[src/verilog/wdog_pkg.sv]
// Constants, register map and key function for the windowed keyed watchdog
// Contract
// - Timeout gives fault, or interrupt then reload
// - Second consecutive timeout asserts the fault
// - Fixed pair A602h then B480h services
// - Keyed mode refreshes only on matching key
// - Next key is 17 times key plus 3
// - Keyed service is two successive key writes
// - Window mode accepts service inside window only
// - Down counter ticks from the oscillator input
// - Enable bit; hard lock freezes configuration
// - Timeout period is a 32-bit reload value
// - Control register reads back enable state
`default_nettype none
package wdog_pkg;

    // Register byte offsets
    localparam logic [7:0]  OFS_CTRL     = 8'h00;
    localparam logic [7:0]  OFS_SERVICE  = 8'h04;
    localparam logic [7:0]  OFS_PERIOD   = 8'h08;
    localparam logic [7:0]  OFS_WINDOW   = 8'h0C;
    localparam logic [7:0]  OFS_KEY      = 8'h10;
    localparam logic [7:0]  OFS_COUNT    = 8'h14;
    localparam logic [7:0]  OFS_STATUS   = 8'h18;

    // Control register field positions
    localparam int          CTRL_EN      = 0;
    localparam int          CTRL_HLK     = 1;
    localparam int          CTRL_IRQ1ST  = 2;
    localparam int          CTRL_WIN     = 3;
    localparam int          CTRL_KEYED   = 4;
    localparam int          CTRL_W       = 5;

    // Status register field positions
    localparam int          STAT_IRQ     = 0;
    localparam int          STAT_FAULT   = 1;

    // Reset values
    localparam logic [4:0]  CTRL_RST     = 5'h00;
    localparam logic [31:0] PERIOD_RST   = 32'h0000FFFF;
    localparam logic [31:0] WINDOW_RST   = 32'h00000000;
    localparam logic [15:0] KEY_RST      = 16'h0000;

    // Fixed service pair and key recurrence constants
    localparam logic [15:0] FIX_FIRST    = 16'hA602;
    localparam logic [15:0] FIX_SECOND   = 16'hB480;
    localparam logic [15:0] KEY_MULT     = 16'h0011;
    localparam logic [15:0] KEY_ADD      = 16'h0003;

    // AXI responses
    localparam logic [1:0]  RESP_OKAY    = 2'h0;
    localparam logic [1:0]  RESP_SLVERR  = 2'h2;

    // Service sequence progress
    typedef enum logic [0:0] {SVC_IDLE, SVC_HALF} svc_t;

    // Next key, kept modulo 2^16 by the 16-bit width
    function automatic logic [15:0] next_key(input logic [15:0] k);
        logic [31:0] p;
        p = 32'(k) * 32'(KEY_MULT);
        return p[15:0] + KEY_ADD;
    endfunction : next_key

endpackage : wdog_pkg
`default_nettype wire

[src/verilog/windowed_keyed_watchdog.sv]
// Windowed keyed watchdog timer with AXI4-Lite register slave
//
// The register addresses and the AXI4-Lite slave port were decided locally.
`timescale 1ns/1ps
`default_nettype none
module windowed_keyed_watchdog
(
    input  wire logic        CLOCK,         // 125 MHz system clock
    input  wire logic        RST_N,         // Synchronous reset, active low
    input  wire logic        IRC_OSC,       // Internal RC oscillator pin
    input  wire logic [7:0]  S_AXI_AWADDR,  // Write address
    input  wire logic        S_AXI_AWVALID, // Write address valid
    output logic             S_AXI_AWREADY, // Write address ready
    input  wire logic [31:0] S_AXI_WDATA,   // Write data
    input  wire logic [3:0]  S_AXI_WSTRB,   // Byte strobes
    input  wire logic        S_AXI_WVALID,  // Write data valid
    output logic             S_AXI_WREADY,  // Write data ready
    output logic [1:0]       S_AXI_BRESP,   // Write response
    output logic             S_AXI_BVALID,  // Write response valid
    input  wire logic        S_AXI_BREADY,  // Write response ready
    input  wire logic [7:0]  S_AXI_ARADDR,  // Read address
    input  wire logic        S_AXI_ARVALID, // Read address valid
    output logic             S_AXI_ARREADY, // Read address ready
    output logic [31:0]      S_AXI_RDATA,   // Read data
    output logic [1:0]       S_AXI_RRESP,   // Read response
    output logic             S_AXI_RVALID,  // Read data valid
    input  wire logic        S_AXI_RREADY,  // Read data ready
    output logic             TIMEOUT_IRQ,   // First timeout interrupt
    output logic             FAULT_OUT      // Fault to fault collection unit
);

    // Byte-lane merge for writable words
    function automatic logic [31:0] merge(input logic [31:0] old_v,
                                          input logic [31:0] new_v,
                                          input logic [3:0]  strb);
        logic [31:0] r;
        r = old_v;
        for (int i = 0; i < 4; i++)
        begin
            if (strb[i])
            begin
                r[i*8 +: 8] = new_v[i*8 +: 8];
            end
        end
        return r;
    endfunction : merge

    // Bus channel state
    logic        aw_hold_reg,  aw_hold_next;  // Address latched
    logic [7:0]  aw_addr_reg,  aw_addr_next;  // Latched address
    logic        w_hold_reg,   w_hold_next;   // Data latched
    logic [31:0] w_data_reg,   w_data_next;   // Latched data
    logic [3:0]  w_strb_reg,   w_strb_next;   // Latched strobes
    logic        bvalid_reg,   bvalid_next;   // Write answer pending
    logic [1:0]  bresp_reg,    bresp_next;    // Write answer code
    logic        rvalid_reg,   rvalid_next;   // Read answer pending
    logic [31:0] rdata_reg,    rdata_next;    // Read answer data
    logic [1:0]  rresp_reg,    rresp_next;    // Read answer code

    // Configuration state
    logic [4:0]  ctrl_reg,     ctrl_next;     // Control register
    logic [31:0] period_reg,   period_next;   // Timeout period
    logic [31:0] window_reg,   window_next;   // Window threshold

    // Watchdog core state
    logic        osc_s1_reg,   osc_s2_reg;    // Oscillator synchroniser
    logic        osc_d_reg;                   // Delayed sync for edge
    logic [31:0] count_reg,    count_next;    // Down counter
    logic [15:0] key_reg,      key_next;      // Expected service key
    wdog_pkg::svc_t svc_reg,   svc_next;      // Service progress
    logic        irq_reg,      irq_next;      // Interrupt pending
    logic        fault_reg,    fault_next;    // Fault latched

    // Decoded events
    logic        wr_do;       // Write performed this cycle
    logic        wr_service;  // Write to service register
    logic        cfg_wr_ok;   // Configuration writable
    logic        tick;        // Oscillator rising edge
    logic        en;          // Watchdog enabled
    logic        key_match;   // Written word matches expectation
    logic        svc_done;    // Second half of a service seen
    logic        in_window;   // Counter inside service window
    logic        svc_ok;      // Accepted service
    logic        expire;      // Timeout this cycle
    logic [15:0] svc_data;    // Service word written
    logic [31:0] key_wr;      // Key seed after byte merge

    // Handshake outputs
    assign S_AXI_AWREADY = !aw_hold_reg && !bvalid_reg;
    assign S_AXI_WREADY  = !w_hold_reg && !bvalid_reg;
    assign S_AXI_ARREADY = !rvalid_reg;
    assign S_AXI_BVALID  = bvalid_reg;
    assign S_AXI_BRESP   = bresp_reg;
    assign S_AXI_RVALID  = rvalid_reg;
    assign S_AXI_RDATA   = rdata_reg;
    assign S_AXI_RRESP   = rresp_reg;
    assign TIMEOUT_IRQ   = irq_reg;
    assign FAULT_OUT     = fault_reg;

    // Event decoding
    assign wr_do      = aw_hold_reg && w_hold_reg;
    assign wr_service = wr_do && (aw_addr_reg == wdog_pkg::OFS_SERVICE);
    assign cfg_wr_ok  = !ctrl_reg[wdog_pkg::CTRL_HLK];
    assign tick       = osc_s2_reg && !osc_d_reg;
    assign en         = ctrl_reg[wdog_pkg::CTRL_EN];
    assign svc_data   = w_data_reg[15:0];
    assign key_wr     = merge({16'h0, key_reg}, w_data_reg, w_strb_reg);

    // Expected word depends on mode and progress
    always_comb
    begin
        if (ctrl_reg[wdog_pkg::CTRL_KEYED])
        begin
            key_match = (svc_data == key_reg);
        end
        else if (svc_reg == wdog_pkg::SVC_IDLE)
        begin
            key_match = (svc_data == wdog_pkg::FIX_FIRST);
        end
        else
        begin
            key_match = (svc_data == wdog_pkg::FIX_SECOND);
        end
    end

    // Window gate and service acceptance
    assign in_window = !ctrl_reg[wdog_pkg::CTRL_WIN] ||
                       (count_reg <= window_reg);
    assign svc_done  = wr_service && key_match &&
                       (svc_reg == wdog_pkg::SVC_HALF);
    assign svc_ok    = svc_done && in_window && en;
    assign expire    = en && tick && (count_reg == 32'h0) &&
                       !svc_ok;

    // Bus next state
    always_comb
    begin
        aw_hold_next = aw_hold_reg;
        aw_addr_next = aw_addr_reg;
        w_hold_next  = w_hold_reg;
        w_data_next  = w_data_reg;
        w_strb_next  = w_strb_reg;
        bvalid_next  = bvalid_reg;
        bresp_next   = bresp_reg;
        rvalid_next  = rvalid_reg;
        rdata_next   = rdata_reg;
        rresp_next   = rresp_reg;
        // Address and data taken in either order
        if (S_AXI_AWVALID && S_AXI_AWREADY)
        begin
            aw_hold_next = 1'b1;
            aw_addr_next = S_AXI_AWADDR;
        end
        if (S_AXI_WVALID && S_AXI_WREADY)
        begin
            w_hold_next = 1'b1;
            w_data_next = S_AXI_WDATA;
            w_strb_next = S_AXI_WSTRB;
        end
        // Both present: perform write, answer next edge
        if (wr_do)
        begin
            aw_hold_next = 1'b0;
            w_hold_next  = 1'b0;
            bvalid_next  = 1'b1;
            case (aw_addr_reg)
                wdog_pkg::OFS_CTRL,
                wdog_pkg::OFS_SERVICE,
                wdog_pkg::OFS_PERIOD,
                wdog_pkg::OFS_WINDOW,
                wdog_pkg::OFS_KEY:    bresp_next = wdog_pkg::RESP_OKAY;
                default:              bresp_next = wdog_pkg::RESP_SLVERR;
            endcase
        end
        if (bvalid_reg && S_AXI_BREADY)
        begin
            bvalid_next = 1'b0;
        end
        // Read answered one edge after address taken
        if (S_AXI_ARVALID && S_AXI_ARREADY)
        begin
            rvalid_next = 1'b1;
            rresp_next  = wdog_pkg::RESP_OKAY;
            case (S_AXI_ARADDR)
                wdog_pkg::OFS_CTRL:    rdata_next = {27'h0, ctrl_reg};
                wdog_pkg::OFS_SERVICE: rdata_next = 32'h0;
                wdog_pkg::OFS_PERIOD:  rdata_next = period_reg;
                wdog_pkg::OFS_WINDOW:  rdata_next = window_reg;
                wdog_pkg::OFS_KEY:     rdata_next = {16'h0, key_reg};
                wdog_pkg::OFS_COUNT:   rdata_next = count_reg;
                wdog_pkg::OFS_STATUS:  rdata_next = {30'h0, fault_reg, irq_reg};
                default:
                begin
                    rdata_next = 32'h0;
                    rresp_next = wdog_pkg::RESP_SLVERR;
                end
            endcase
        end
        else if (rvalid_reg && S_AXI_RREADY)
        begin
            rvalid_next = 1'b0;
        end
    end

    // Bus registers
    always_ff @(posedge CLOCK)
    begin
        if (!RST_N)
        begin
            aw_hold_reg <= 1'b0;
            aw_addr_reg <= 8'h00;
            w_hold_reg  <= 1'b0;
            w_data_reg  <= 32'h0;
            w_strb_reg  <= 4'h0;
            bvalid_reg  <= 1'b0;
            bresp_reg   <= 2'h0;
            rvalid_reg  <= 1'b0;
            rdata_reg   <= 32'h0;
            rresp_reg   <= 2'h0;
        end
        else
        begin
            aw_hold_reg <= aw_hold_next;
            aw_addr_reg <= aw_addr_next;
            w_hold_reg  <= w_hold_next;
            w_data_reg  <= w_data_next;
            w_strb_reg  <= w_strb_next;
            bvalid_reg  <= bvalid_next;
            bresp_reg   <= bresp_next;
            rvalid_reg  <= rvalid_next;
            rdata_reg   <= rdata_next;
            rresp_reg   <= rresp_next;
        end
    end

    // Configuration next state, frozen once hard-locked
    always_comb
    begin
        ctrl_next   = ctrl_reg;
        period_next = period_reg;
        window_next = window_reg;
        if (wr_do && cfg_wr_ok)
        begin
            case (aw_addr_reg)
                wdog_pkg::OFS_CTRL:
                begin
                    if (w_strb_reg[0])
                    begin
                        ctrl_next = w_data_reg[wdog_pkg::CTRL_W-1:0];
                    end
                end
                wdog_pkg::OFS_PERIOD:
                    period_next = merge(period_reg, w_data_reg, w_strb_reg);
                wdog_pkg::OFS_WINDOW:
                    window_next = merge(window_reg, w_data_reg, w_strb_reg);
                default: ;
            endcase
        end
    end

    // Configuration registers
    always_ff @(posedge CLOCK)
    begin
        if (!RST_N)
        begin
            ctrl_reg   <= wdog_pkg::CTRL_RST;
            period_reg <= wdog_pkg::PERIOD_RST;
            window_reg <= wdog_pkg::WINDOW_RST;
        end
        else
        begin
            ctrl_reg   <= ctrl_next;
            period_reg <= period_next;
            window_reg <= window_next;
        end
    end

    // Watchdog core next state
    always_comb
    begin
        count_next = count_reg;
        key_next   = key_reg;
        svc_next   = svc_reg;
        irq_next   = irq_reg;
        fault_next = fault_reg;
        // Seed key while unlocked
        if (wr_do && cfg_wr_ok && (aw_addr_reg == wdog_pkg::OFS_KEY))
        begin
            key_next = key_wr[15:0];
        end
        // Two-write service sequence; a mismatch restarts it
        if (wr_service)
        begin
            case (svc_reg)
                wdog_pkg::SVC_IDLE:
                    svc_next = key_match ? wdog_pkg::SVC_HALF : wdog_pkg::SVC_IDLE;
                wdog_pkg::SVC_HALF:
                    svc_next = wdog_pkg::SVC_IDLE;
                default:
                    svc_next = wdog_pkg::SVC_IDLE;
            endcase
            // New key at every matching keyed write
            if (ctrl_reg[wdog_pkg::CTRL_KEYED] && key_match)
            begin
                key_next = wdog_pkg::next_key(key_reg);
            end
        end
        // Counter: held at period while disabled
        if (!en)
        begin
            count_next = period_reg;
        end
        else if (svc_ok)
        begin
            count_next = period_reg;
            irq_next   = 1'b0;
        end
        else if (expire)
        begin
            if (ctrl_reg[wdog_pkg::CTRL_IRQ1ST] && !irq_reg)
            begin
                irq_next   = 1'b1;
                count_next = period_reg;
            end
            else
            begin
                fault_next = 1'b1;
            end
        end
        else if (tick && (count_reg != 32'h0))
        begin
            count_next = count_reg - 32'h1;
        end
    end

    // Watchdog core registers; fault holds until reset
    always_ff @(posedge CLOCK)
    begin
        if (!RST_N)
        begin
            osc_s1_reg <= 1'b0;
            osc_s2_reg <= 1'b0;
            osc_d_reg  <= 1'b0;
            count_reg  <= wdog_pkg::PERIOD_RST;
            key_reg    <= wdog_pkg::KEY_RST;
            svc_reg    <= wdog_pkg::SVC_IDLE;
            irq_reg    <= 1'b0;
            fault_reg  <= 1'b0;
        end
        else
        begin
            osc_s1_reg <= IRC_OSC;
            osc_s2_reg <= osc_s1_reg;
            osc_d_reg  <= osc_s2_reg;
            count_reg  <= count_next;
            key_reg    <= key_next;
            svc_reg    <= svc_next;
            irq_reg    <= irq_next;
            fault_reg  <= fault_next;
        end
    end
endmodule : windowed_keyed_watchdog
`default_nettype wire

[config.mk]
export PLATFORM = sky130hd
export DESIGN_NAME = windowed_keyed_watchdog
export DESIGN_NICKNAME = d
export VERILOG_FILES = /design/src/verilog/wdog_pkg.sv /design/src/verilog/windowed_keyed_watchdog.sv
export SDC_FILE = /design/constraint.sdc
export NUM_CORES = 1
export LEC_CHECK = 0
export ABC_AREA = 0
export BUFFER_PORTS_ARGS = -buffer_cell sky130_fd_sc_hd__buf_4
export CAP_MARGIN = 40
export CORE_MARGIN = 2
export CORE_UTILIZATION = 40
export CTS_CLUSTER_DIAMETER = 30
export DETAILED_ROUTE_END_ITERATION = 12
export PLACE_DENSITY_LB_ADDON = 0.12
export RECOVER_POWER = 25
export SLEW_MARGIN = 20
export SYNTH_ARGS = -nofsm -noshare
export SYNTH_HDL_FRONTEND = slang
export SYNTH_SLANG_ARGS = --single-unit
export TNS_END_PERCENT = 100
[constraint.sdc]
create_clock -name CLOCK -period 7.95 [get_ports CLOCK]
set_input_delay 1.59 -clock CLOCK [delete_from_list [all_inputs] [get_ports CLOCK]]
set_output_delay 1.59 -clock CLOCK [all_outputs]
set_load 0.01 [all_outputs]
Word level (Yosys, flattened, before mapping)
Cells that the tools add are included.
{ "word_totals": {"input_bits": 60, "regBits": 207, "wordCells": 127} }
{ "op_classes": {"muxes": 22, "magnitude_cmp": 1, "add_sub_neg": 2, "multipliers": 1, "reduce_logical": 55, "bitwise_logic": 4, "n_eq_ne": 15} }
{ "op_table": {"columns": ["cell", "n"], "rows": [
  ["$pmux W32 S6", 1],
  ["$mux W32", 5],
  ["$mux W16", 3],
  ["$eq A16 B16 Y1 const B", 2],
  ["$eq A8 B4 Y1 const B", 4],
  ["$eq A8 B5 Y1 const B", 4],
  ["$le A32 B32 Y1", 1],
  ["$logic_not A32 Y1", 1],
  ["$reduce_bool A32 Y1", 1],
  ["$sub A32 B1 Y32 const B", 1],
  ["$reduce_and A3 Y1", 10],
  ["$logic_and A1 B1 Y1", 22],
  ["$add A16 B2 Y16 const B", 1],
  ["$eq A16 B16 Y1", 1],
  ["$eq A8 B3 Y1 const B", 2],
  ["$logic_not A8 Y1", 2],
  ["$mul A16 B5 Y16 const B", 1],
  ["$mux W8", 2],
  ["$logic_not A1 Y1", 9],
  ["$mux W1", 8],
  ["$reduce_or A7 Y1", 1],
  ["$reduce_bool A2 Y1", 3],
  ["$reduce_or A5 Y1", 1],
  ["$mux W2", 2],
  ["other kinds (8)", 12]
]} }

Depth between registers and ports, before layout
Gate-level depths: netlist of the first run.
{ "logic_depth": {"ltp_word": 12, "depth_mapped": 13, "depth_no_buf": 11} }

Worst setup path before layout of the first run
Ideal clock, no wire load.
{ "synth_path": {"path_kind": "input port to flip-flop", "startpoint": "input port S_AXI_ARADDR[0]", "endpoint": "register rdata_reg[12] (netlist: S_AXI_RDATA[12])", "stages": 9, "n_path_buf": 2, "t_required_ns": 7.885, "path_slack_ns": 4.328, "arrival_ns": 3.557, "cell_sequence": "or4_1 -> nor3_1 -> and3b_1 -> clkbuf_1 -> clkbuf_1 -> a22oi_1 -> a21oi_1 -> a21oi_1 -> nor2_1"} }
{ "synth_between": {"elab_chain_cells": 2} }
{ "synth_rtl": {"columns": ["element", "line_no", "source"], "rows": [
  ["start: declaration", "windowed_keyed_watchdog.sv:21", "input wire logic [7:0] S_AXI_ARADDR,"],
  ["$eq A8 B5 Y1, or another cell as far along", "windowed_keyed_watchdog.sv:184", "case (S_AXI_ARADDR)"],
  ["$pmux W32 S6 *", "windowed_keyed_watchdog.sv:184", null],
  ["end signal: assignment", "windowed_keyed_watchdog.sv:231", "rdata_reg <= rdata_next;"],
  ["end: declaration", "windowed_keyed_watchdog.sv:57", "logic [31:0] rdata_reg, rdata_next;"]
]} }
Mark *: on every way between the ends. The rest lies on a longest branch, timed or not.
A chain may end at the register's enable or synchronous reset.

==> results of run 1 <==
-- layer usage --
layer / global-route usage [%] / vias to the layer above
met5: 0 / -
met4: 8.81 / 0
met3: 4.27 / 60
met2: 37.3 / 367
met1: 36.0 / 4989
li1: - / 4971
-- critical path, cell delays in order --
cell and delay (ns):
sky130_fd_sc_hd__clkbuf_1 2.03, sky130_fd_sc_hd__inv_4 0.99, sky130_fd_sc_hd__nor2_1 0.67, sky130_fd_sc_hd__buf_4 0.29
sky130_fd_sc_hd__a32oi_1 0.08
-- cells in the mapped netlist (5+ instances only) --
cell and number:
sky130_fd_sc_hd__xor2_1 11, sky130_fd_sc_hd__a22oi_1 33, sky130_fd_sc_hd__buf_6 6, sky130_fd_sc_hd__ha_1 56
sky130_fd_sc_hd__xnor2_1 9, sky130_fd_sc_hd__a32oi_1 17, sky130_fd_sc_hd__nand4_1 13, sky130_fd_sc_hd__nor2b_1 7
sky130_fd_sc_hd__a211oi_1 21, sky130_fd_sc_hd__nor3_1 28, sky130_fd_sc_hd__o22ai_1 7, sky130_fd_sc_hd__mux2i_1 87
sky130_fd_sc_hd__o221ai_1 6, sky130_fd_sc_hd__and2_1 10, sky130_fd_sc_hd__nand3_1 25, sky130_fd_sc_hd__and3_1 12
sky130_fd_sc_hd__clkbuf_1 66, sky130_fd_sc_hd__and4_1 5, sky130_fd_sc_hd__a21oi_1 135, sky130_fd_sc_hd__nand2b_1 9
sky130_fd_sc_hd__nand2_1 173, sky130_fd_sc_hd__o21ai_0 34, sky130_fd_sc_hd__or3_1 6, sky130_fd_sc_hd__nor2_1 151
sky130_fd_sc_hd__dfxtp_1 205, sky130_fd_sc_hd__inv_1 70, sky130_fd_sc_hd__nor4_1 9, sky130_fd_sc_hd__buf_2 6
sky130_fd_sc_hd__a222oi_1 16, sky130_fd_sc_hd__a21o_1 7, sky130_fd_sc_hd__o211ai_1 5, sky130_fd_sc_hd__a31oi_1 10
sky130_fd_sc_hd__nor3b_1 6
-- metrics by stage --
stage,setup slack [ns],cell area (um2)
floorplan,4.33,10900
global placement,3.30,11800
detailed placement,3.19,11900
CTS,3.78,13800
global route,2.33,13800
finish,2.56,13800
-- cells by family (layout without fill, tap and decap cells) --
group | after synthesis | count (layout) | synth area share (%)
xor gates and xnor gates | 20 | 20 | 1.60
muxes | 91 | 91 | 8.37
other | 1 | 2 | 0.0343
and+or+nand+nor | 474 | 474 | 20.0
adders and majority gates | 57 | 57 | 6.59
DFF | 205 | 205 | 37.5
AOI/OAI and AO/OA | 331 | 331 | 20.0
buffers and inverters | 155 | 284 | 5.93
-- final timing paths --
path / slack, ns / endpoint / depth (start not counted)
hold / removal: 0.45 / osc_s2_reg$_SDFF_PN0_ / 1
setup / recovery: 2.56 / count_reg[2]$_SDFFE_PN1P_ / 5
setup reg to reg: 3.62 / count_reg[10]$_SDFFE_PN1P_ / 10
hold reg to reg: 0.45 / osc_s2_reg$_SDFF_PN0_ / 1
-- power groups by stage --
| stage | combinational [uW] | sequential [uW] | clock [uW] |
|---|---|---|---|
| after floorplan | 78.8 | 1080 | 0 |
| after global placement | 127 | 1100 | 0 |
| after detailed placement | 130 | 1100 | 0 |
| after CTS | 130 | 1080 | 2300 |
| after global routing | 142 | 1080 | 2360 |
| final | 129 | 1080 | 2270 |
-- area by class of cell --
cell class	count	share of cell area, %
clock inverters	23	3.09
flip-flops and latches	205	29.8
clock buffers	74	11.0
inverters	70	1.93
repair buffers	117	5.95
well taps	341	3.10
multi-input cells	975	45.1
==> run summary, run 1 <==
The flow ran to the end, but the final reports show violations. The final reports fail on capacitance limit, slew limit. The number of cells in the finished layout apart from fillers came out at 1,805. Across the routed clock network, the largest skew measured is approximately 0.014 ns. The number of hold-slack violations in the final timing report came out at 0.

For this block, wires on met1 add up to roughly 17,000 um. The number of nets in the layout is 1,540. The wire length of the first global-routing pass is 56,400 um. The tightest min-delay check is of the register to register type. The net switching power figure is between 700 and 800 uW. In the routed layout, each cell is associated on average with a via count of 5.75. Across every metal layer, demand over resource in global routing totals approximately 25%. STA classifies the critical path startpoint as an input port. The per-instance average area after synthesis came out at between 8 and 9 um2. For this design, the CTS-stage hold fixing added 0 buffers.

In the routed design, unresolved DRC markers number 0. The fraction of registers with async set/reset is 0%. The area share of the largest cell type after synthesis came out at 37.5%. The worst-case IR drop observed on VDD is 0.000194 V. The most critical setup path has its startpoint at RST_N. The largest fanout on the critical path came out at 69. The total congestion overflow after global routing is 0. After detailed routing, no signal wire sits above met4. The switching fraction of total power is between 20% and 30%. In the detailed route, the total length drawn on met3 is between 2000 and 2500 um. The worst hold margin came out at 0.449 ns. The number of DRC markers in iteration 0 is between 800 and 900. The required time reported for the critical path endpoint came out at between 8 and 9 ns.

The area occupied by registers is between 4000 and 5000 um2. The total power density per cell area is approximately 250 nW/um2. The proportion of power drawn by flip-flops and latches came out at between 30% and 40%.

The largest net degree at the start of global routing is 73. The worst setup path is captured at a register. Leaving out fill and tap cells, the most frequent cell in the layout is sky130_fd_sc_hd__dfxtp_1. The critical path is of the input port to register type. The max-slew violation count came out at 52.

The combined area of the multi-input logic cells came out at approximately 6200 um2. Setup repair after global routing left no endpoint under its margin. The register bit count reported by yosys came out at slightly above 200. For this run, the leading register cell type out of synthesis is sky130_fd_sc_hd__dfxtp_1. The starting density of the core came out at about two fifths. The via total after detailed routing came out at ~10,000.

The launch instance of the worst register-to-register path is window_reg[31]$_SDFFE_PN0P_. The fraction of layout instances using a drive strength above 1 is 13.5%. Leaving out fill and tap cells, the most frequent cells in the layout are sky130_fd_sc_hd__dfxtp_1, sky130_fd_sc_hd__nand2_1, sky130_fd_sc_hd__nor2_1. The number of buffers added for setup after CTS is 0. The part of the power in combinational logic came out at 3.7%. The cell sitting at the root of the clock tree is a sky130_fd_sc_hd__clkbuf_16. The total instance count after detailed placement is about 1,700. Setup total negative slack on the finished layout was measured at 0 ns. The antenna violation net count after detailed routing came out at 0.

The TritonCTS sink count came out at between 200 and 250. The clock network fraction of design power came out at roughly 65%. The total power of the final layout is 3480 uW.

The worst hold path begins at osc_s1_reg$_SDFF_PN0_. The number of buffers created by CTS is between 50 and 60. At the worst endpoint, the arrival time is about 5.7 ns. The HPWL after detailed placement is roughly 25,000 um.

The post-synthesis cell type count is 77. The layout overhead on the synthesized area is 25.8%. The final weighted congestion in routability-driven placement is 0.876. The final standard cell utilization of the core is between 50 and 60%. The met2 wire length is between 15,000 and 20,000 um. The final clock period utilization by the worst path is between 60% and 70%. The die covers 28,700 um2. The antenna diode count came out at 0.

The floorplan step set the die width to 169 um. The share of synthesized area occupied by flip-flops and latches came out at 37.5%. In this run the tightest slew margin relative to its limit is -94.6%. The total of cells resized after clock tree synthesis came out at 0. In this run the count of I/O pins placed on the die edge is ~100. The fill cell total of the finished layout is approximately 2,700. The number of warnings issued by yosys is 0. The first detailed-routing pass ran for 6 iterations. Of all cell types, the one taking the most synthesized area is sky130_fd_sc_hd__dfxtp_1.

The deepest level of the CTS H-tree came out at 2. The post-detailed-route wirelength per cell is ~20 um. The placement row count is 60. The core area is ~27,000 um2.

The number of antenna violations at the first check in global routing is 0. Max-cap violations in this run came to 1. Derived from the worst setup path, the maximum achievable clock frequency is ~190 MHz. Summed over all layers, the routed wires come to 36,100 um. The buffer depth of the longest clock path came out at 3. The number of I/O port buffers came out at 100.

The slew of the pin with the lowest slew margin is around 3 ns. The count of flip-flops with a built-in enable after synthesis came out at 0. The height of the die came out at roughly 170 um.

The number of cells produced by synthesis is around 1,300. The TritonCTS clock tree is done. The via count of the first global-routing pass was slightly below 10,000. The synthesized netlist occupies a cell area of 10,900 um2. The number of endpoints failing setup at the final stage is 0. By area the synthesized netlist is led by sky130_fd_sc_hd__dfxtp_1, sky130_fd_sc_hd__mux2i_1, sky130_fd_sc_hd__ha_1. The clock latency on the worst-skew pair came out at around 0.57 ns. After clock tree synthesis, the clock-pin slew on the worst setup and hold paths is approximately 0.04 ns.

The final critical path time including I/O delays and setup is around 5.4 ns. The internal power came out at ~2700 uW. Summed over all cells, the static leakage comes to 0.00542 uW.
Power figures use the tool's default switching activity.
==> run 2: changes to the inputs <==
clock period = 4.4 ns   (was 7.95 ns; I/O delays follow)
==> run 2 against run 1 <==
  * Clock skew fell by 0.00060 ns
  * Sequential power rose by 81%
  * Combinational power rose by 80%
  * Utilization fell by 0.72 points
  * Routed wire length fell by 2.2%
  * Worst setup slack got worse by 2.0 ns
  * First-iteration DRC count rose by 3.9%
  * Global-route usage fell by 0.51 points
  * The run still ends with capacitance limit, slew limit left
==> run summary, run 2 (same netlist as run 1, synthesis figures left out) <==
The final standard cell utilization of the core came to 50.5% (was 51.2%). The max-slew violation count is 44 (was 52). The required time reported for the critical path endpoint is 4.81 ns (was 8.26 ns). The maximum clock skew at final layout came out at 0.0133 ns (was 0.0139 ns).

Unrepaired setup endpoints after global routing: false (unchanged). The number of DRC markers in iteration 0 came to 851 (was 819). The leakage dissipation is 0.00532 uW (was 0.00542 uW). The arrival time at the worst endpoint came out at 4.24 ns (was 5.69 ns). The height of the die was 169 um (unchanged). The critical path endpoint category is a register (unchanged). The combined area of the multi-input logic cells was 6200 um2 (was 6210 um2). Counting I/O delays and the setup requirement, the final critical path takes around 3.8 ns. The clock network fraction of design power is 63.7% (was 65.3%). The total of cells resized after clock tree synthesis came out at 0 (unchanged). The antenna diode count came out at 0 (unchanged). The detailed-route wire length came out at 35,300 um (was 36,100 um). The TritonCTS clock tree is done (unchanged). The wire length of the first global-routing pass came to 55,500 um (was 56,400 um). The TritonCTS sink count was 205 (unchanged). The number of antenna violations at the first check in global routing came out at 0 (unchanged).

The met2 usage in global routing was 36.3% (was 37.3%). The via count of the first global-routing pass came out at 9,614 (was 9,799). The number of hold-slack violations in the final timing report came out at 0 (unchanged). The number of buffers added for setup after CTS is 0 (unchanged).

The post-detailed-route via-to-cell ratio came out at 5.73 (was 5.75). The met3 layer usage reported by global route was 3.94% (was 4.27%). The total power density per cell area is 444 nW/um2 (was 253 nW/um2). The number of buffers inserted for hold repair after clock tree synthesis came to 0 (unchanged).

The post-detailed-route wirelength per cell came out at 19.6 um (was 20.0 um). The area occupied by registers came to 4100 um2 (unchanged). The total power of the final layout was 6020 uW (was 3480 uW). Based on the critical path, the design can be clocked at up to 261 MHz. The CTS root buffer is sky130_fd_sc_hd__clkbuf_16 (unchanged). The fraction of layout instances using a drive strength above 1 is 13.1% (was 13.5%). The critical setup path kind was input port to register (unchanged). The core area came to 26,900 um2 (unchanged). The deepest level of the CTS H-tree is 2 (unchanged). The number of nets in the layout is 1,540 (unchanged). The switching fraction of total power came out at 21.8% (was 22.3%). The via total after detailed routing is 10,329 (was 10,387). The clock edge transition at the registers on the reported setup and hold paths is 0.05 ns (was 0.04 ns). The chip width came out at 169 um (unchanged). The largest net degree at the start of global routing came to 117 (was 73). The worst path uses between 80 and 90% of the clock period. The worst hold-check path type is register to register (unchanged). The fill cell total of the finished layout is 2,614 (was 2,657).

The clock latency on the worst-skew pair is 0.54 ns (was 0.57 ns). The global-route layer with the greatest usage is met2 (unchanged). The category of the worst setup path launch point is an input port (unchanged). The starting density of the core came out at 40.7% (unchanged).

The placement row count is 60 (unchanged). The internal power is 4710 uW (was 2710 uW). Run status: finished, violations left (unchanged). The detailed-route DRC error count was 0 (unchanged). The part of the power in combinational logic is 3.8% (was 3.7%). The proportion of power drawn by flip-flops and latches is 32.4% (was 31.0%). The number of primary I/O pins came out at 103 (unchanged). Highest-count cells in the layout ignoring fill and taps: sky130_fd_sc_hd__dfxtp_1, sky130_fd_sc_hd__nand2_1, sky130_fd_sc_hd__nor2_1 (unchanged). The net switching power figure came to 1310 uW (was 776 uW).

The met1 layer usage reported by global route is 35.9% (was 36.0%). The final-layout setup total negative slack was 0 ns (unchanged). The number of optimization iterations in the first detailed-route pass came to 8 (was 6).

The number of buffers created by CTS is 49 (was 54). The count of max-cap constraint violations came out at 1 (unchanged). The total congestion overflow after global routing is 0 (unchanged).

The die outline area came out at 28,700 um2 (unchanged). The final weighted congestion in routability-driven placement came to 0.869 (was 0.876). The HPWL after detailed placement is 24,600 um (was 24,700 um). The number of I/O port buffers is 100 (unchanged). The global-route total usage across every layer came to 24.4% (was 24.9%). The most frequent standard cell in the layout excluding fill and tap cells is sky130_fd_sc_hd__dfxtp_1 (unchanged).

The number of endpoints failing setup at the final stage was 0 (unchanged). The worst voltage drop across the vdd grid is 0.000253 V (was 0.000194 V). The slew of the pin with the lowest slew margin is 1.72 ns (was 2.92 ns). The layout overhead on the synthesized area is 24.0% (was 25.8%).

The largest fanout on the critical path came out at 116 (was 69). The antenna violation net count after detailed routing came out at 0 (unchanged). The normalized max-slew margin came out at -15.2% (was -94.6%). Violated checks: capacitance limit, slew limit (unchanged).

The buffer depth of the longest clock path came out at 3 (unchanged).
[run 2: cell count changes in the layout (fill, tap and decap cells not counted), sizes merged]
cell	previous run	this run
clkbuf	105	100
clkinvlp	4	7
buf	86	84
bufinv	9	10
[run 2: through the flow]
stage | hold WS, ns | setup WS (ns) | std cells | cell area [um2]
global placement | 0.430 | 0.612 | 1711 | 11900
floorplan | 0.412 | 1.49 | 1335 | 10900
finish | 0.455 | 0.567 | 1802 | 13600
global route | 0.474 | 0.356 | 1802 | 13600
detailed placement | 0.423 | 0.616 | 1712 | 11900
CTS | 0.452 | 0.583 | 1801 | 13700
[run 2: final timing paths]
path / start / end / slack [ns] / cells past startpoint
hold reg to reg: aw_addr_reg[1]$_SDFFE_PN0P_ / aw_addr_reg[1]$_SDFFE_PN0P_ / 0.45 / 2
hold / removal: aw_addr_reg[1]$_SDFFE_PN0P_ / aw_addr_reg[1]$_SDFFE_PN0P_ / 0.45 / 2
setup reg to reg: count_reg[0]$_SDFFE_PN1P_ / count_reg[19]$_SDFFE_PN0P_ / 0.77 / 10
setup / recovery: RST_N / count_reg[19]$_SDFFE_PN0P_ / 0.57 / 4
[run 2: power groups by stage]
| stage | clock network, uW | logic, uW | registers, uW |
|---|---|---|---|
| 5_1_grt | 4000 | 257 | 1950 |
| 2_1_floorplan | 0 | 142 | 1950 |
| 6_report | 3840 | 232 | 1950 |
| 3_3_place_gp | 0 | 232 | 1980 |
| 3_5_place_dp | 0 | 235 | 1980 |
| 4_1_cts | 3880 | 236 | 1950 |
[run 2: layout make-up]
type                            instances  area share (%)
Multi-Input combinational cell        975            45.8
Inverter                               70            1.95
Sequential cell                       205            30.3
Tap cell                              341            3.15
Clock buffer                           62            9.85
Timing Repair Buffer                  122            5.87
Clock inverter                         27            3.17
[run 2: critical path, stage by stage]
cell	delay [ns]
sky130_fd_sc_hd__buf_4	0.48
sky130_fd_sc_hd__clkinvlp_2	1.54
sky130_fd_sc_hd__buf_6	0.78
sky130_fd_sc_hd__a2111oi_2	0.41
[run 2: layer usage]
layer / part of all wire (%) / vias up
li1: - / 4981
met1: 48 / 4900
met2: 42 / 380
met3: 7.0 / 68
met4: 2.6 / 0
met5: 0 / -
==> run 3: changes to the inputs <==
CORE_UTILIZATION = 54   (was 40)
PLACE_DENSITY_LB_ADDON = 0.2   (was 0.12)
==> run 3 against run 2 <==
  * The flow now finishes without violations
  * Sequential power barely moved
  * Clock power fell by 13%
  * Routed wire length fell by 6.3%
  * Sequential share of layout area rose by 0.70 points
  * Non-clock buffer count rose by 3
  * Critical path depth rose by 5
  * Utilization rose by 16 points
  * Clock skew rose by 0.00099 ns
  * Worst setup slack improved by 0.36 ns
  * Critical path type is now register to register
==> run summary, run 3 (same netlist as run 1, synthesis figures left out) <==
The final-layout setup total negative slack was 0 ns (unchanged). The fill cell total of the finished layout is 1,757 (was 2,614). The largest incremental delay on the critical path is 0.54 ns (was 1.54 ns). Run status: completed (was finished, violations left). The number of I/O port buffers came out at 100 (unchanged).

The worst voltage drop across the vdd grid is 0.000366 V (was 0.000253 V). The worst hold-check path type is register to register (unchanged). The placement row count came to 52 (was 60). The maximum clock skew at final layout was 0.0143 ns (was 0.0133 ns). The detailed-route wire length is 33,100 um (was 35,300 um). The critical setup path kind is register to register (was input port to register). The total of cells resized after clock tree synthesis is 0 (unchanged).

The total power density per cell area is 415 nW/um2 (was 444 nW/um2). The number of buffers created by CTS was 45 (was 49). The max-slew violation count is 0 (was 44). The height of the die came out at 146 um (was 169 um). The proportion of power drawn by flip-flops and latches came to 35.4% (was 32.4%). The detailed-route DRC error count is 0 (unchanged). The number of antenna violations at the first check in global routing is 0 (unchanged). The combined area of the multi-input logic cells is 6200 um2 (unchanged). The area occupied by registers is 4100 um2 (unchanged). The TritonCTS sink count is 205 (unchanged). The normalized max-slew margin came out at 42.5% (was -15.2%). The family of cells with the greatest summed delay on the critical path is simple AND/OR/NAND/NOR gates (was buffers and inverters).

The internal power came out at 4240 uW (was 4710 uW). The largest fanout on the critical path is 18 (was 116). The TritonCTS clock tree was done (unchanged). The core area came out at 20,000 um2 (was 26,900 um2).

The CTS root buffer is sky130_fd_sc_hd__clkbuf_16 (unchanged). The leakage dissipation came to 0.00524 uW (was 0.00532 uW). The slew of the pin with the lowest slew margin came to 0.859 ns (was 1.72 ns).

The number of optimization iterations in the first detailed-route pass came out at 6 (was 8). The number of nets in the layout is 1,539 (was 1,540). The clock network fraction of design power is 60.5% (was 63.7%). The number of DRC markers in iteration 0 is 962 (was 851). The deepest level of the CTS H-tree is 2 (unchanged). The clock edge transition at the registers on the reported setup and hold paths is 0.05 ns (about the same).

The category of the worst setup path launch point was a register (was input port). The critical path endpoint category was a register (unchanged). The via count of the first global-routing pass was 10,129 (was 9,614). The largest net degree at the start of global routing is 52 (was 117). The starting density of the core came out at 54.6% (was 40.7%). The post-detailed-route via-to-cell ratio is 6.04 (was 5.73). The arrival time at the worst endpoint came out at 3.87 ns (was 4.24 ns). The chip width came out at 146 um (was 169 um). The final clock period utilization by the worst path is 78.8% (was 87.1%). The global-route total usage across every layer is 30.7% (was 24.4%). The net switching power figure was 1270 uW (was 1310 uW).

The sum of buffers and inverters on the critical path came out at 1 (was 3). The die outline area came out at 21,400 um2 (was 28,700 um2). The clock latency on the worst-skew pair was 0.53 ns (was 0.54 ns). The final weighted congestion in routability-driven placement came out at 0.910 (was 0.869). The number of buffers added for setup after CTS is 0 (unchanged). The count of max-cap constraint violations is 0 (was 1). The fraction of layout instances using a drive strength above 1 came out at 13.3% (was 13.1%). The switching fraction of total power is 23.0% (was 21.8%). The number of primary I/O pins came to 103 (unchanged). The layout overhead on the synthesized area was 21.2% (was 24.0%). The number of endpoints failing setup at the final stage is 0 (unchanged). The antenna diode count came out at 0 (unchanged). The upper clock frequency limit came to 288 MHz (was 261 MHz). The antenna violation net count after detailed routing was 0 (unchanged).

The part of the power in combinational logic is 4.1% (was 3.8%). The post-detailed-route wirelength per cell is 19.1 um (was 19.6 um). The number of hold-slack violations in the final timing report is 0 (unchanged). The worst hold margin is 0.437 ns (was 0.455 ns). The master of the slowest instance on the critical path is sky130_fd_sc_hd__or4_1 (was sky130_fd_sc_hd__clkinvlp_2). Unrepaired setup endpoints after global routing: false (unchanged).

The final critical path time including I/O delays and setup is 3.47 ns (was 3.83 ns). The total congestion overflow after global routing came out at 0 (unchanged). The wire length of the first global-routing pass came out at 53,100 um (was 55,500 um). The number of buffers inserted for hold repair after clock tree synthesis came out at 0 (unchanged). The via total after detailed routing came out at 10,439 (was 10,329). List of cells traversed by the critical path: or4_1 > a211oi_2 > a31oi_1 > nor4_4 > o2111ai_2 > nand3_2 > buf_4 > o22ai_1 > or3_1 (was buf_4 > clkinvlp_2 > buf_6 > a2111oi_2).

The buffer depth of the longest clock path is 3 (unchanged). The HPWL after detailed placement came out at 22,900 um (was 24,600 um). The most frequent standard cell in the layout excluding fill and tap cells was sky130_fd_sc_hd__dfxtp_1 (unchanged). Highest-count cells in the layout ignoring fill and taps: sky130_fd_sc_hd__dfxtp_1, sky130_fd_sc_hd__nand2_1, sky130_fd_sc_hd__nor2_1 (unchanged). The required time reported for the critical path endpoint came to 4.81 ns (about the same).
## run 3: cell count changes in the layout (fill, tap and decap cells not counted), moves of 2 or more
cell / before / now
sky130_fd_sc_hd__clkbuf_1: 45 / 40
sky130_fd_sc_hd__clkinv_4: 1 / 3
sky130_fd_sc_hd__clkbuf_16: 50 / 47
sky130_fd_sc_hd__buf_8: 2 / 0
sky130_fd_sc_hd__and2_0: 2 / 4
sky130_fd_sc_hd__and2_1: 9 / 7
sky130_fd_sc_hd__buf_4: 81 / 92
sky130_fd_sc_hd__inv_6: 0 / 2
sky130_fd_sc_hd__bufinv_16: 10 / 4
## run 3: routing by layer
layer	global-route usage (%)	vias up	wire (um)
met4	11.7	0	1030
li1	-	4965	-
met5	0	-	0
met2	46.9	518	14300
met1	41.8	4866	14300
met3	8.09	90	3450
## run 3: worst paths after layout
check / start / end / slack (ns) / cells past startpoint
min reg2reg: osc_s1_reg$_SDFF_PN0_ / osc_s2_reg$_SDFF_PN0_ / 0.44 / 1
max: w_data_reg[0]$_SDFFE_PN0P_ / count_reg[1]$_SDFFE_PN1P_ / 0.93 / 9
max reg2reg: w_data_reg[0]$_SDFFE_PN0P_ / count_reg[1]$_SDFFE_PN1P_ / 0.93 / 9
min: osc_s1_reg$_SDFF_PN0_ / osc_s2_reg$_SDFF_PN0_ / 0.44 / 1
## run 3: cell type report
cell class / count / share of cell area [%]
clock inverter: 24 / 1.93
tap: 270 / 2.55
multi-input combinational: 975 / 46.8
clock buffer: 60 / 9.54
timing repair buffer: 125 / 6.21
inverter: 70 / 2.00
sequential: 205 / 31.0
## run 3: worst reg2reg max path, cell delays in order (launching register included)
cell,delay (ns)
sky130_fd_sc_hd__dfxtp_1,0.45
sky130_fd_sc_hd__or4_1,0.54
sky130_fd_sc_hd__a211oi_2,0.22
sky130_fd_sc_hd__a31oi_1,0.13
sky130_fd_sc_hd__nor4_4,0.49
sky130_fd_sc_hd__o2111ai_2,0.34
sky130_fd_sc_hd__nand3_2,0.45
sky130_fd_sc_hd__buf_4,0.29
sky130_fd_sc_hd__o22ai_1,0.09
sky130_fd_sc_hd__or3_1,0.35
## run 3: power by group through the flow
stage	logic, uW	clock network, uW	registers, uW
after global routing	252	3450	1950
after global placement	225	0	1980
final	228	3330	1950
after floorplan	142	0	1950
after detailed placement	228	0	1980
after CTS	230	3350	1940
## run 3: through the flow
stage / setup slack (ns) / area [um2] / util, % / total power [uW] / std cells
after floorplan: 1.49 / 10900 / - / 2100 / 1335
after global placement: 0.986 / 11800 / 59.1 / 2200 / 1643
after detailed placement: 0.899 / 11800 / 59.1 / 2210 / 1644
after CTS: 0.884 / 13400 / 66.7 / 5530 / 1728
after global routing: 0.683 / 13300 / 66.2 / 5650 / 1729
final: 0.932 / 13300 / 66.2 / 5510 / 1729
